===== config.mk =====
export PLATFORM = sky130hd
export DESIGN_NAME = atc_top
export DESIGN_NICKNAME = d
export VERILOG_FILES = /design/src/logic/atc_pkg.sv /design/src/logic/atc_top.sv
export SDC_FILE = /design/constraint.sdc
export NUM_CORES = 1
export LEC_CHECK = 0
export BUFFER_PORTS_ARGS = -buffer_cell sky130_fd_sc_hd__buf_2
export CAP_MARGIN = 25
export CORE_MARGIN = 2
export CORE_UTILIZATION = 60
export DETAILED_ROUTE_END_ITERATION = 7
export GPL_TIMING_DRIVEN = 0
export HOLD_SLACK_MARGIN = 0.08
export PLACE_DENSITY = 0.76
export SLEW_MARGIN = 40
export SYNTH_ARGS = -nofsm -noshare
export SYNTH_HDL_FRONTEND = slang
export SYNTH_SLANG_ARGS = --single-unit

===== constraint.sdc =====
create_clock -name hclk -period 6.9 [get_ports hclk]
set_input_delay 1.38 -clock hclk [delete_from_list [all_inputs] [get_ports hclk]]
set_output_delay 1.38 -clock hclk [all_outputs]
set_load 0.01 [all_outputs]

===== src/logic/atc_pkg.sv =====
// Package of constants and types for the actuator teach-in controller.
package atc_pkg;

   localparam int unsigned ID_W   = 32;
   localparam int unsigned TMR_W  = 34;
   localparam int unsigned EV_W   = 6;
   localparam int unsigned HIST_N = 8;
   localparam int unsigned CNT_W  = 4;

   // Register byte offsets.
   localparam logic [31:0] OFF_CFG  = 32'h0000_0000;
   localparam logic [31:0] OFF_STAT = 32'h0000_0004;
   localparam logic [31:0] OFF_ID   = 32'h0000_0008;
   localparam logic [31:0] OFF_IRQ  = 32'h0000_000c;
   localparam logic [31:0] OFF_MASK = 32'h0000_0010;

   // Status register field positions.
   localparam int unsigned ST_VALID_B = 0;
   localparam int unsigned ST_TAUGHT_B = 1;
   localparam int unsigned ST_LED_B   = 2;
   localparam int unsigned ST_SLOW_B  = 3;
   localparam int unsigned ST_QUICK_B = 4;
   localparam int unsigned ST_PEND_B  = 5;
   localparam int unsigned ST_REM_LSB = 8;
   localparam int unsigned ST_VAR_LSB = 16;

   // Event bit positions in the interrupt status and mask registers.
   localparam int unsigned EV_TAUGHT = 0;
   localparam int unsigned EV_START  = 1;
   localparam int unsigned EV_READY  = 2;
   localparam int unsigned EV_DONE   = 3;
   localparam int unsigned EV_ABORT  = 4;
   localparam int unsigned EV_REFUSE = 5;

   localparam logic [CNT_W-1:0] TEACH_MAX_SINGLE = 4'h8;
   localparam logic [CNT_W-1:0] TEACH_MAX_ONCE   = 4'h1;

   // Timing in the printed units and derived clock counts.
   localparam longint unsigned CLK_NS       = 64'd10;
   localparam longint unsigned NS_PER_S     = 64'd1000000000;
   localparam longint unsigned NS_PER_MS    = 64'd1000000;
   localparam longint unsigned WAIT_S       = 64'd20;
   localparam longint unsigned COMMIT_S     = 64'd120;
   localparam longint unsigned SLOW_ON_MS   = 64'd500;
   localparam longint unsigned SLOW_OFF_MS  = 64'd500;
   localparam longint unsigned QUICK_ON_MS  = 64'd50;
   localparam longint unsigned QUICK_OFF_MS = 64'd950;
   localparam longint unsigned WAIT_CYC =
      (WAIT_S * NS_PER_S + CLK_NS - 64'd1) / CLK_NS;
   localparam longint unsigned COMMIT_CYC = COMMIT_S * NS_PER_S / CLK_NS;
   localparam longint unsigned SLOW_ON_CYC = SLOW_ON_MS * NS_PER_MS / CLK_NS;
   localparam longint unsigned SLOW_OFF_CYC =
      SLOW_OFF_MS * NS_PER_MS / CLK_NS;
   localparam longint unsigned QUICK_ON_CYC =
      QUICK_ON_MS * NS_PER_MS / CLK_NS;
   localparam longint unsigned QUICK_OFF_CYC =
      QUICK_OFF_MS * NS_PER_MS / CLK_NS;

   typedef enum logic [1:0] {
      VAR_OPEN   = 2'h0,
      VAR_SINGLE = 2'h1,
      VAR_ONCE   = 2'h2
   } atc_var_t;

   localparam atc_var_t VAR_RESET = VAR_SINGLE;

   typedef enum {ST_IDLE, ST_SLOW, ST_QUICK, ST_HOLD} atc_state_t;

   typedef struct packed {
      logic            present;
      logic            single;
      logic [ID_W-1:0] id;
   } atc_tag_t;

endpackage


===== src/logic/atc_top.sv =====
// Actuator teach-in controller with AHB-Lite registers and gate indicator.
`timescale 1ns/1ps

module atc_top #(
   parameter longint unsigned WAIT_CYC      = atc_pkg::WAIT_CYC,
   parameter longint unsigned COMMIT_CYC    = atc_pkg::COMMIT_CYC,
   parameter longint unsigned SLOW_ON_CYC   = atc_pkg::SLOW_ON_CYC,
   parameter longint unsigned SLOW_OFF_CYC  =
      SLOW_ON_CYC * atc_pkg::SLOW_OFF_MS / atc_pkg::SLOW_ON_MS,
   parameter longint unsigned QUICK_ON_CYC  = atc_pkg::QUICK_ON_CYC,
   parameter longint unsigned QUICK_OFF_CYC = atc_pkg::QUICK_OFF_CYC
) (
   input  wire logic              hclk,
   input  wire logic              hresetn,
   input  wire logic              nv_rst_n,
   input  wire logic              hsel,
   input  wire logic [31:0]       haddr,
   input  wire logic [1:0]        htrans,
   input  wire logic              hwrite,
   input  wire logic [2:0]        hsize,
   input  wire logic [31:0]       hwdata,
   input  wire logic              hready,
   output logic                   hreadyout,
   output logic                   hresp,
   output logic [31:0]            hrdata,
   input  atc_pkg::atc_tag_t      tag,
   output logic                   gate_led,
   output logic                   actuator_valid,
   output logic                   irq
);
   localparam int unsigned TW = atc_pkg::TMR_W;
   localparam int unsigned CW = atc_pkg::CNT_W;
   localparam int unsigned IW = atc_pkg::ID_W;

   function automatic logic reg_hit(input logic [31:0] a,
                                    input logic [31:0] off);
      reg_hit = (a == off);
   endfunction

   atc_pkg::atc_state_t state_q, state_d;
   logic [TW-1:0]       tmr_q, fl_q;
   logic [IW-1:0]       cand_q;
   logic                rel_q, rel2_q, led_q, valid_q;
   logic                acc_wr_q;
   logic [31:0]         addr_q, hrdata_q;
   logic [atc_pkg::EV_W-1:0] irq_q, mask_q;
   // Retained state, cleared only by the non-volatile reset.
   atc_pkg::atc_var_t   var_q;
   logic                taught_q, pend_q;
   logic [IW-1:0]       tid_q, pend_id_q;
   logic [CW-1:0]       rem_q, hcnt_q;
   logic [IW-1:0]       hist_q [atc_pkg::HIST_N];

   // Commit runs once at the second edge after reset release.
   wire run       = rel2_q;
   wire boot      = rel_q & ~rel2_q;
   wire coded     = var_q != atc_pkg::VAR_OPEN;
   wire is_single = var_q == atc_pkg::VAR_SINGLE;
   wire id_match  = tag.present & taught_q & (tag.id == tid_q);
   wire valid_now = tag.present & (~coded | id_match);

   logic [atc_pkg::HIST_N-1:0] hit_v;
   for (genvar g = 0; g < atc_pkg::HIST_N; g++) begin : g_hist
      assign hit_v[g] = (CW'(g) < hcnt_q) & (hist_q[g] == tag.id);
   end
   wire in_hist = |hit_v;

   wire in_idle   = run & (state_q == atc_pkg::ST_IDLE);
   wire unknown   = in_idle & tag.present & coded & ~valid_now;
   wire auto_tch  = unknown & ~taught_q & tag.single;
   wire can_re    = is_single & (rem_q != '0);
   wire start     = unknown & taught_q & tag.single & can_re & ~in_hist;
   wire refuse    = unknown & ~auto_tch & ~start;
   wire cand_ok   = tag.present & (tag.id == cand_q);
   wire wait_end  = tmr_q == TW'(WAIT_CYC - 64'd1);
   wire win_end   = tmr_q == TW'(COMMIT_CYC - 64'd1);
   wire in_slow   = run & (state_q == atc_pkg::ST_SLOW);
   wire in_quick  = run & (state_q == atc_pkg::ST_QUICK);
   wire go_quick  = in_slow & cand_ok & wait_end;
   wire abort     = (in_slow & ~cand_ok) | (in_quick & (~cand_ok | win_end));
   wire commit    = boot & pend_q & can_re;
   wire teach     = auto_tch | commit;
   wire [IW-1:0] teach_id = commit ? pend_id_q : tag.id;

   always_comb begin
      state_d = state_q;
      unique case (state_q)
         atc_pkg::ST_IDLE: begin
            if (start) begin
               state_d = atc_pkg::ST_SLOW;
            end else if (refuse) begin
               state_d = atc_pkg::ST_HOLD;
            end
         end
         atc_pkg::ST_SLOW: begin
            if (abort) begin
               state_d = atc_pkg::ST_HOLD;
            end else if (go_quick) begin
               state_d = atc_pkg::ST_QUICK;
            end
         end
         atc_pkg::ST_QUICK: begin
            if (abort) begin
               state_d = atc_pkg::ST_HOLD;
            end
         end
         atc_pkg::ST_HOLD: begin
            if (~tag.present | valid_now) begin
               state_d = atc_pkg::ST_IDLE;
            end
         end
      endcase
   end

   always_ff @(posedge hclk or negedge hresetn) begin
      if (!hresetn) begin
         state_q <= atc_pkg::ST_IDLE;
         tmr_q   <= '0;
         cand_q  <= '0;
         rel_q   <= 1'b0;
         rel2_q  <= 1'b0;
      end else begin
         rel_q   <= 1'b1;
         rel2_q  <= rel_q;
         state_q <= run ? state_d : atc_pkg::ST_IDLE;
         tmr_q   <= (state_d != state_q) ? '0 : tmr_q + TW'(1);
         if (start) begin
            cand_q <= tag.id;
         end
      end
   end

   wire slow_end  = fl_q == TW'(SLOW_ON_CYC + SLOW_OFF_CYC - 64'd1);
   wire quick_end = fl_q == TW'(QUICK_ON_CYC + QUICK_OFF_CYC - 64'd1);
   wire fl_wrap   = (state_q == atc_pkg::ST_SLOW) ? slow_end : quick_end;
   wire slow_on   = fl_q < TW'(SLOW_ON_CYC);
   wire quick_on  = fl_q < TW'(QUICK_ON_CYC);
   wire led_d = (state_q == atc_pkg::ST_SLOW)  ? slow_on :
                (state_q == atc_pkg::ST_QUICK) ? quick_on : valid_now;

   always_ff @(posedge hclk or negedge hresetn) begin
      if (!hresetn) begin
         fl_q    <= '0;
         led_q   <= 1'b0;
         valid_q <= 1'b0;
      end else begin
         fl_q    <= (state_d != state_q || fl_wrap) ? '0 : fl_q + TW'(1);
         led_q   <= run & led_d;
         valid_q <= run & valid_now;
      end
   end

   // AHB-Lite slave, zero wait states.
   wire acc    = hsel & htrans[1] & hready;
   wire rd_acc = acc & ~hwrite;
   wire wr_cfg = acc_wr_q & reg_hit(addr_q, atc_pkg::OFF_CFG);
   wire wr_msk = acc_wr_q & reg_hit(addr_q, atc_pkg::OFF_MASK);
   wire rd_irq = rd_acc & reg_hit(haddr, atc_pkg::OFF_IRQ);
   wire [atc_pkg::EV_W-1:0] ev = {refuse, abort, commit, go_quick, start,
                                  teach};
   wire [31:0] stat_v =
      (32'(valid_now) << atc_pkg::ST_VALID_B) |
      (32'(taught_q)  << atc_pkg::ST_TAUGHT_B) |
      (32'(led_q)     << atc_pkg::ST_LED_B) |
      (32'(state_q == atc_pkg::ST_SLOW)  << atc_pkg::ST_SLOW_B) |
      (32'(state_q == atc_pkg::ST_QUICK) << atc_pkg::ST_QUICK_B) |
      (32'(pend_q)    << atc_pkg::ST_PEND_B) |
      (32'(rem_q)     << atc_pkg::ST_REM_LSB) |
      (32'(var_q)     << atc_pkg::ST_VAR_LSB);
   wire [31:0] rdata_d =
      reg_hit(haddr, atc_pkg::OFF_CFG)  ? 32'(var_q) :
      reg_hit(haddr, atc_pkg::OFF_STAT) ? stat_v :
      reg_hit(haddr, atc_pkg::OFF_ID)   ? tid_q :
      reg_hit(haddr, atc_pkg::OFF_IRQ)  ? 32'(irq_q) :
      reg_hit(haddr, atc_pkg::OFF_MASK) ? 32'(mask_q) : 32'h0000_0000;

   always_ff @(posedge hclk or negedge hresetn) begin
      if (!hresetn) begin
         acc_wr_q <= 1'b0;
         addr_q   <= '0;
         hrdata_q <= '0;
         irq_q    <= '0;
         mask_q   <= '0;
      end else begin
         acc_wr_q <= acc & hwrite;
         if (acc) begin
            addr_q <= haddr;
         end
         if (rd_acc) begin
            hrdata_q <= rdata_d;
         end
         irq_q <= (rd_irq ? '0 : irq_q) | ev;
         if (wr_msk) begin
            mask_q <= hwdata[atc_pkg::EV_W-1:0];
         end
      end
   end

   // Retained teach state survives the system reset.
   always_ff @(posedge hclk or negedge nv_rst_n) begin
      if (!nv_rst_n) begin
         var_q     <= atc_pkg::VAR_RESET;
         taught_q  <= 1'b0;
         pend_q    <= 1'b0;
         tid_q     <= '0;
         pend_id_q <= '0;
         rem_q     <= atc_pkg::TEACH_MAX_SINGLE;
         hcnt_q    <= '0;
         for (int i = 0; i < atc_pkg::HIST_N; i++) begin
            hist_q[i] <= '0;
         end
      end else begin
         if (wr_cfg && !taught_q) begin
            var_q <= atc_pkg::atc_var_t'(hwdata[1:0]);
            rem_q <= (hwdata[1:0] == atc_pkg::VAR_ONCE) ?
                     atc_pkg::TEACH_MAX_ONCE : atc_pkg::TEACH_MAX_SINGLE;
         end
         if (teach) begin
            taught_q <= 1'b1;
            tid_q    <= teach_id;
            rem_q    <= rem_q - CW'(1);
         end
         if (commit) begin
            hist_q[hcnt_q[2:0]] <= tid_q;
            hcnt_q <= hcnt_q + CW'(1);
         end
         if (go_quick) begin
            pend_q    <= 1'b1;
            pend_id_q <= cand_q;
         end else if (abort || boot) begin
            pend_q <= 1'b0;
         end
      end
   end

   assign hreadyout      = 1'b1;
   assign hresp          = 1'b0;
   assign hrdata         = hrdata_q;
   assign gate_led       = led_q;
   assign actuator_valid = valid_q;
   assign irq            = |(irq_q & mask_q);
endmodule

======== Yosys cells after proc, flatten, opt, wreduce, memory -nomap -nowiden ========
Cells that the tools add are included.
operators by class
  $add $sub $neg .......................... 4
  multiply operators ...................... 0
  div/mod/pow operators ................... 0
  magnitude comparators ................... 12
  equal/unequal tests ..................... 26
  shift operators ......................... 0
  muxes and demuxes ....................... 27
  bitwise logic cells ..................... 68
  reductions and logical operators ........ 15
operator list
  cell                     count
  $mux W32                 12
  $eq A32 B32 Y1           10
  $bwmux W256              1
  $logic_not A32 Y1        4
  $pmux W32 S4             1
  $demux W32 S3            1
  $eq A32 B2 Y1 const B    3
  $add A34 B1 Y34 const B  2
  $mux W34                 2
  $eq A32 B3 Y1 const B    2
  $eq A32 B4 Y1 const B    2
  $eq A32 B5 Y1 const B    2
  $and A1 B1 Y1            43
  $eq A34 B27 Y1 const B   1
  $eq A34 B31 Y1 const B   1
  $eq A34 B34 Y1 const B   1
  $lt A34 B23 Y1 const B   1
  $lt A34 B26 Y1 const B   1
  $eq A32 B1 Y1 const B    1
  $ne A32 B32 Y1           1
  $mux W6                  3
  $or A12 B18 Y18          1
  $lt A3 B4 Y1 const A     4
  $mux W4                  3
  other kinds (27)         49
word-level totals
  bits in registers ....................... 545
  bits in latches ......................... 0
  bits in writable memories ............... 0
  bits in read-only memories .............. 0
  bits of input ports ..................... 109
  output and inout port bits .............. 37
  logic and storage cells ................. 180
  memories ................................ 0

======== Longest topological paths before layout ========
  depth in word-level cells ............... 18
  gate-level depth with buffers ........... 11
  depth with buffers taken out ............ 9

======== Least setup slack after synthesis ========
OpenSTA, ideal clock, no wires.
  kind .................................... input to register
  from .................................... input tag[2] (netlist name)
  to ...................................... register fl_q[21]
  library setup time ...................... 117 ps
  arrival ................................. 3781 ps
  data required time ...................... 6783 ps
  slack ................................... 3002 ps
  stages on the path ...................... 8
  path buffers ............................ 1
  cells stage by stage .................... xor2_1 -> or4_1 -> or4_4 -> or4b_4 -> a221oi_4 -> nor4_4 -> buf_6 -> and2_4
between the ends
  cells in the longest elaborated chain, start to end .. 18
  elaborated cells between the ends (all ways) .. 54
  those cells by class .................... 11 x eq/ne; 8 x mux; 33 x bitwise; 2 x reduce/logical
RTL lines
  element                      line            source
  start: declaration           atc_top.sv:26   input atc_pkg::atc_tag_t tag,
  $eq A32 B32 Y1               atc_top.sv:59   wire id_match = tag.present & taught_q & (tag.id == tid_q);
  $and A1 B1 Y1                atc_top.sv:59
  $or A1 B1 Y1                 atc_top.sv:60   wire valid_now = tag.present & (~coded | id_match);
  $and A1 B1 Y1                atc_top.sv:60
  $not A1 Y1                   atc_top.sv:69   wire unknown = in_idle & tag.present & coded & ~valid_now;
  $and A1 B1 Y1                atc_top.sv:69
  $and A1 B1 Y1 (4 in series)  atc_top.sv:72   wire start = unknown & taught_q & tag.single & can_re & ~in_hist;
  $not A1 Y1                   atc_top.sv:73   wire refuse = unknown & ~auto_tch & ~start;
  $and A1 B1 Y1                atc_top.sv:73
  $mux W32                     atc_top.sv:91   end else if (refuse) begin
  $mux W32                     atc_top.sv:89   if (start) begin
  $pmux W32 S4 (*)             atc_top.sv:87   unique case (state_q)
  $ne A32 B32 Y1 (*)           atc_top.sv:147  fl_q <= (state_d != state_q || fl_wrap) ? '0 : fl_q + TW'(1);
  $logic_or A1 B1 Y1 (*)       atc_top.sv:147
  $mux W34 (*)                 atc_top.sv:147
  end signal: assignment       atc_top.sv:147
  end: declaration             atc_top.sv:41   logic [TW-1:0] tmr_q, fl_q;
Every way passes the cells marked *; elsewhere a longest branch is shown, timed or not.
A chain may end at the register's enable or synchronous reset.

======== Final worst setup path ========
  from .................................... input tag[14] (netlist name)
  to ...................................... register cand_q[14]
between the ends
  cells in the longest elaborated chain, start to end .. 10
  elaborated cells between the ends (all ways) .. 28
  those cells by class .................... 9 x eq/ne; 18 x bitwise; 1 x reduce/logical
RTL lines
  element                      line            source
  $eq A32 B32 Y1               atc_top.sv:59
  $and A1 B1 Y1                atc_top.sv:59
  $or A1 B1 Y1                 atc_top.sv:60
  $and A1 B1 Y1                atc_top.sv:60
  $not A1 Y1                   atc_top.sv:69
  $and A1 B1 Y1                atc_top.sv:69
  $and A1 B1 Y1 (4 in series)  atc_top.sv:72
  end signal: assignment       atc_top.sv:128  cand_q <= tag.id;
  end: declaration             atc_top.sv:42   logic [IW-1:0] cand_q;
Several ways; a longest one is shown, not always the timed one.

==> flow_summary_export.csv <==
group,metric,value,unit
clock_tree,cts_resized,0,
pwr,swShare,24.9,%
clock_tree,clkTransAtPathRegs,0.06,ns
synth,synthAdderAreaFrac,0.233,%
min_path,min_to,"rel2_q$_DFF_PN0_",
cells_and_area,drive_above_1_share,24.0,%
pwr,p_int,5.26,mW
min_path,hold_depth,0,
sta,final_hold_viol_count,0,
drt,dr.first_iter.drc_count,2168,
run,cap_violations,0,
worst_setup_path,worstReg2RegStart,"state_q[26]$_DFF_PN0_",
worst_setup_path,worstPathArrival,4.80,ns
placed_design,postPlaceCellArea,28400,µm²
grt,antenna_found_initial,6,
drt,drc,0,
sta,period_needed,4.29,ns
synth,synth_top_family_by_area,"simple AND/OR/NAND/NOR gates",
clock_tree,clkSinkCount,545,
clock_tree,cts_tree,"built",
pwr,peakVddDrop,220,µV
pwr,combPwrFrac,7.8,%
outcome,status,"finished, final reports clean",
sta,fmax,233,MHz
pwr,p_per_area,231,nW/µm²
synth,synth-edff-count,0,
worst_setup_path,reg2reg_to,"tid_q[27]$_DFFE_PN0P_",
clock_tree,post_cts_buffers,0,
worst_setup_path,end_kind,"flip-flop",
grt,grt_max_degree,77,
synth,synth_area_per_cell,11.1,µm²
drt,routed_wl,87700,µm
clock_tree,cts_buffers,58,
clock_tree,htreeDepth,2,
sta,slew_headroom,38.4,%
cells_and_area,final_cell_mix,"543 x dfrtp_1, 311 x mux2_2, 273 x xnor2_1",
grt,busiest_layer,"met2",
sta,rsz0062_at_grt,"no",
grt,grt_use_total,38.0,%
drt,wl_per_cell,27.2,µm
grt,gr-total-overflow,0,
cells_and_area,final_common_cell,"dfrtp_1",
synth,yosys_warnings,0,
grt,grtUsageMet3,6.10,%
synth,synth.area.mux_share,15.0,%
grt,use_met1,49.9,%
synth,syn_inst,2410,
min_path,hold_class,"flip-flop to flip-flop",
pwr,total_power,7.00,mW
grt,grt_pass1_vias,20600,
die,io_pins,146,
pwr,p_sw,1.74,mW
pwr,clkPwrFrac,45.3,%
sta,setup_viol,0,
worst_setup_path,crit_fanout,10,
worst_setup_path,crit_type,"input pin to flip-flop",
die,row_count,77,
drt,drt_pass1_iterations,7,
min_path,min-delay-start,"rel_q$_DFF_PN0_",
worst_setup_path,start_kind,"input pin",
synth,syn_area,26800,µm²
die,dieArea,46500,µm²
grt,grt_pass1_wl,130000,µm
worst_setup_path,r2r_setup_slack,2.67,ns
die,start_util,60.7,%
die,die_x,216,µm
synth,post_synth_and_or_nand_nor_area_fraction,15.3,%
synth,synth_xor_area_share,12.7,%
clock_tree,cts-root-buf,"clkbuf_16",
sta,clock_skew,0.0181,ns
cells_and_area,syn_to_final_growth,13.1,%
synth,synth_compound_area_share,3.19,%
pwr,p_leak,13.9,nW
clock_tree,insertion_delay,0.63,ns
die,core_area,44200,µm²
worst_setup_path,reg2reg_depth,8,
synth,ys_seq_elements,545,
cells_and_area,design_area,30400,µm²
drt,num_vias,20300,
sta,worst_slew_pin_slew,0.924,ns
sta,fin_crit_sh,62.2,%
die,die_y,216,µm
placed_design,dp_hpwl,60100,µm
drt,viasPerCell,6.29,
worst_setup_path,crit_required,7.41,ns
cells_and_area,nets,2701,
synth,ys.flop_type,"dfrtp_1",
placed_design,place_congestion,0.939,
drt,detail-route-antenna-nets,0,
grt,met2_usage,59.6,%
synth,yosysSeqAreaShare,50.8,%
placed_design,port_buffers,108,
synth,synth-async-reset-ratio,100,%
clock_tree,clockBufferDepth,3,
synth,synth_cell_types,69,
pwr,power_frac_seq,46.9,%
sta,drv_slew,0,
clock_tree,cts_hold_buf,0,
==> Yosys cell counts, types with 44 or more instances <==
library cell | instances | area share [%]
nand2_1 | 217 | 3.0
mux2_2 | 311 | 13
xor2_1 | 117 | 3.8
o21ai_0 | 44 | 0.82
nor4_1 | 76 | 1.8
nor2_1 | 153 | 2.1
nand4_1 | 111 | 2.6
a21oi_1 | 51 | 0.95
dfrtp_1 | 543 | 51
xnor2_1 | 273 | 8.9
clkbuf_1 | 89 | 1.2
nand3_1 | 50 | 0.93
==> layer usage <==
metal,wire length (µm),up-vias,part of all wire (%)
met5,28,-,0.032
met4,6250,4,7.1
met3,6470,286,7.4
met2,40000,942,46
met1,35000,10300,40
li1,-,8732,-
==> logic make-up after synthesis <==
kind of cell | Yosys count
other cells | 2
fa+ha+maj | 5
xor+xnor | 390
mux | 360
simple gates | 788
flops | 545
buf+inv | 180
compound gates | 140
==> final cells by class <==
| type | count | area (µm²) |
|---|---|---|
| Clock buffer | 78 | 1640 |
| Inverter | 33 | 124 |
| Antenna cell | 1 | 2.50 |
| Timing Repair Buffer | 116 | 781 |
| Buffer | 147 | 659 |
| Tap cell | 592 | 741 |
| Multi-Input combinational cell | 1686 | 12500 |
| Sequential cell | 545 | 13600 |
| Clock inverter | 24 | 270 |
| Fill cell | 3321 | 13900 |
==> sequential cells by signal, summed over array words and instances, names as in the netlist <==
name	cells
actuator_valid	1
cand_q	32
tmr_q	34
gate_led	1
state_q	32
addr_q	32
pend_id_q	32
irq_q	6
var_q	2
hist_q	256
rem_q	4
rel2_q	1
fl_q	34
mask_q	6
rel_q	1
tid_q	32
pend_q	1
acc_wr_q	1
hcnt_q	4
taught_q	1
hrdata	32
==> critical path, stage by stage <==
cell and delay, ns:
clkbuf_1 0.37, buf_2 0.58, xnor2_1 0.23, nand4_1 0.14, nor4_1 0.06, nand3_1 0.26, nand4_1 0.30, nor4_4 0.61
buf_2 0.46, mux2_2 0.39
==> how the worst max path moves through the flow <==
stage | start | to | slack [ns]
after detailed placement | tag[14] | cand_q[26]$_DFFE_PN0P_ | 1.90
after floorplan | tag[2] | fl_q[21]$_DFF_PN0_ | 3.00
final | tag[14] | cand_q[14]$_DFFE_PN0P_ | 2.61
after global routing | tag[14] | tid_q[26]$_DFFE_PN0P_ | 2.55
after global placement | nv_rst_n | var_q[1]$_DFFE_PN0P_ | -1.88
after CTS | tag[14] | cand_q[14]$_DFFE_PN0P_ | 2.54
==> stage by stage <==
stage	setup WS [ns]	hold slack [ns]	util, %	instances	TNS [ns]
after CTS	2.54	0.374	68.6	3221	0
after global routing	2.55	0.384	68.6	3221	0
after global placement	-1.88	0.355	63.6	3111	-610.38
after detailed placement	1.90	0.358	64.3	3119	0
final	2.61	0.374	68.6	3222	0
after floorplan	3.00	0.347	-	2411	0
==> power by group through the flow <==
stage          Sequential, mW  Clock (mW)  Combinational [mW]
6_report                 3.28        3.17               0.549
5_1_grt                  3.29        3.31               0.577
3_3_place_gp             3.34           0               0.510
3_5_place_dp             3.34           0               0.536
2_1_floorplan            3.34           0               0.244
4_1_cts                  3.28        3.19               0.540
(Power assumes the default switching activity.)
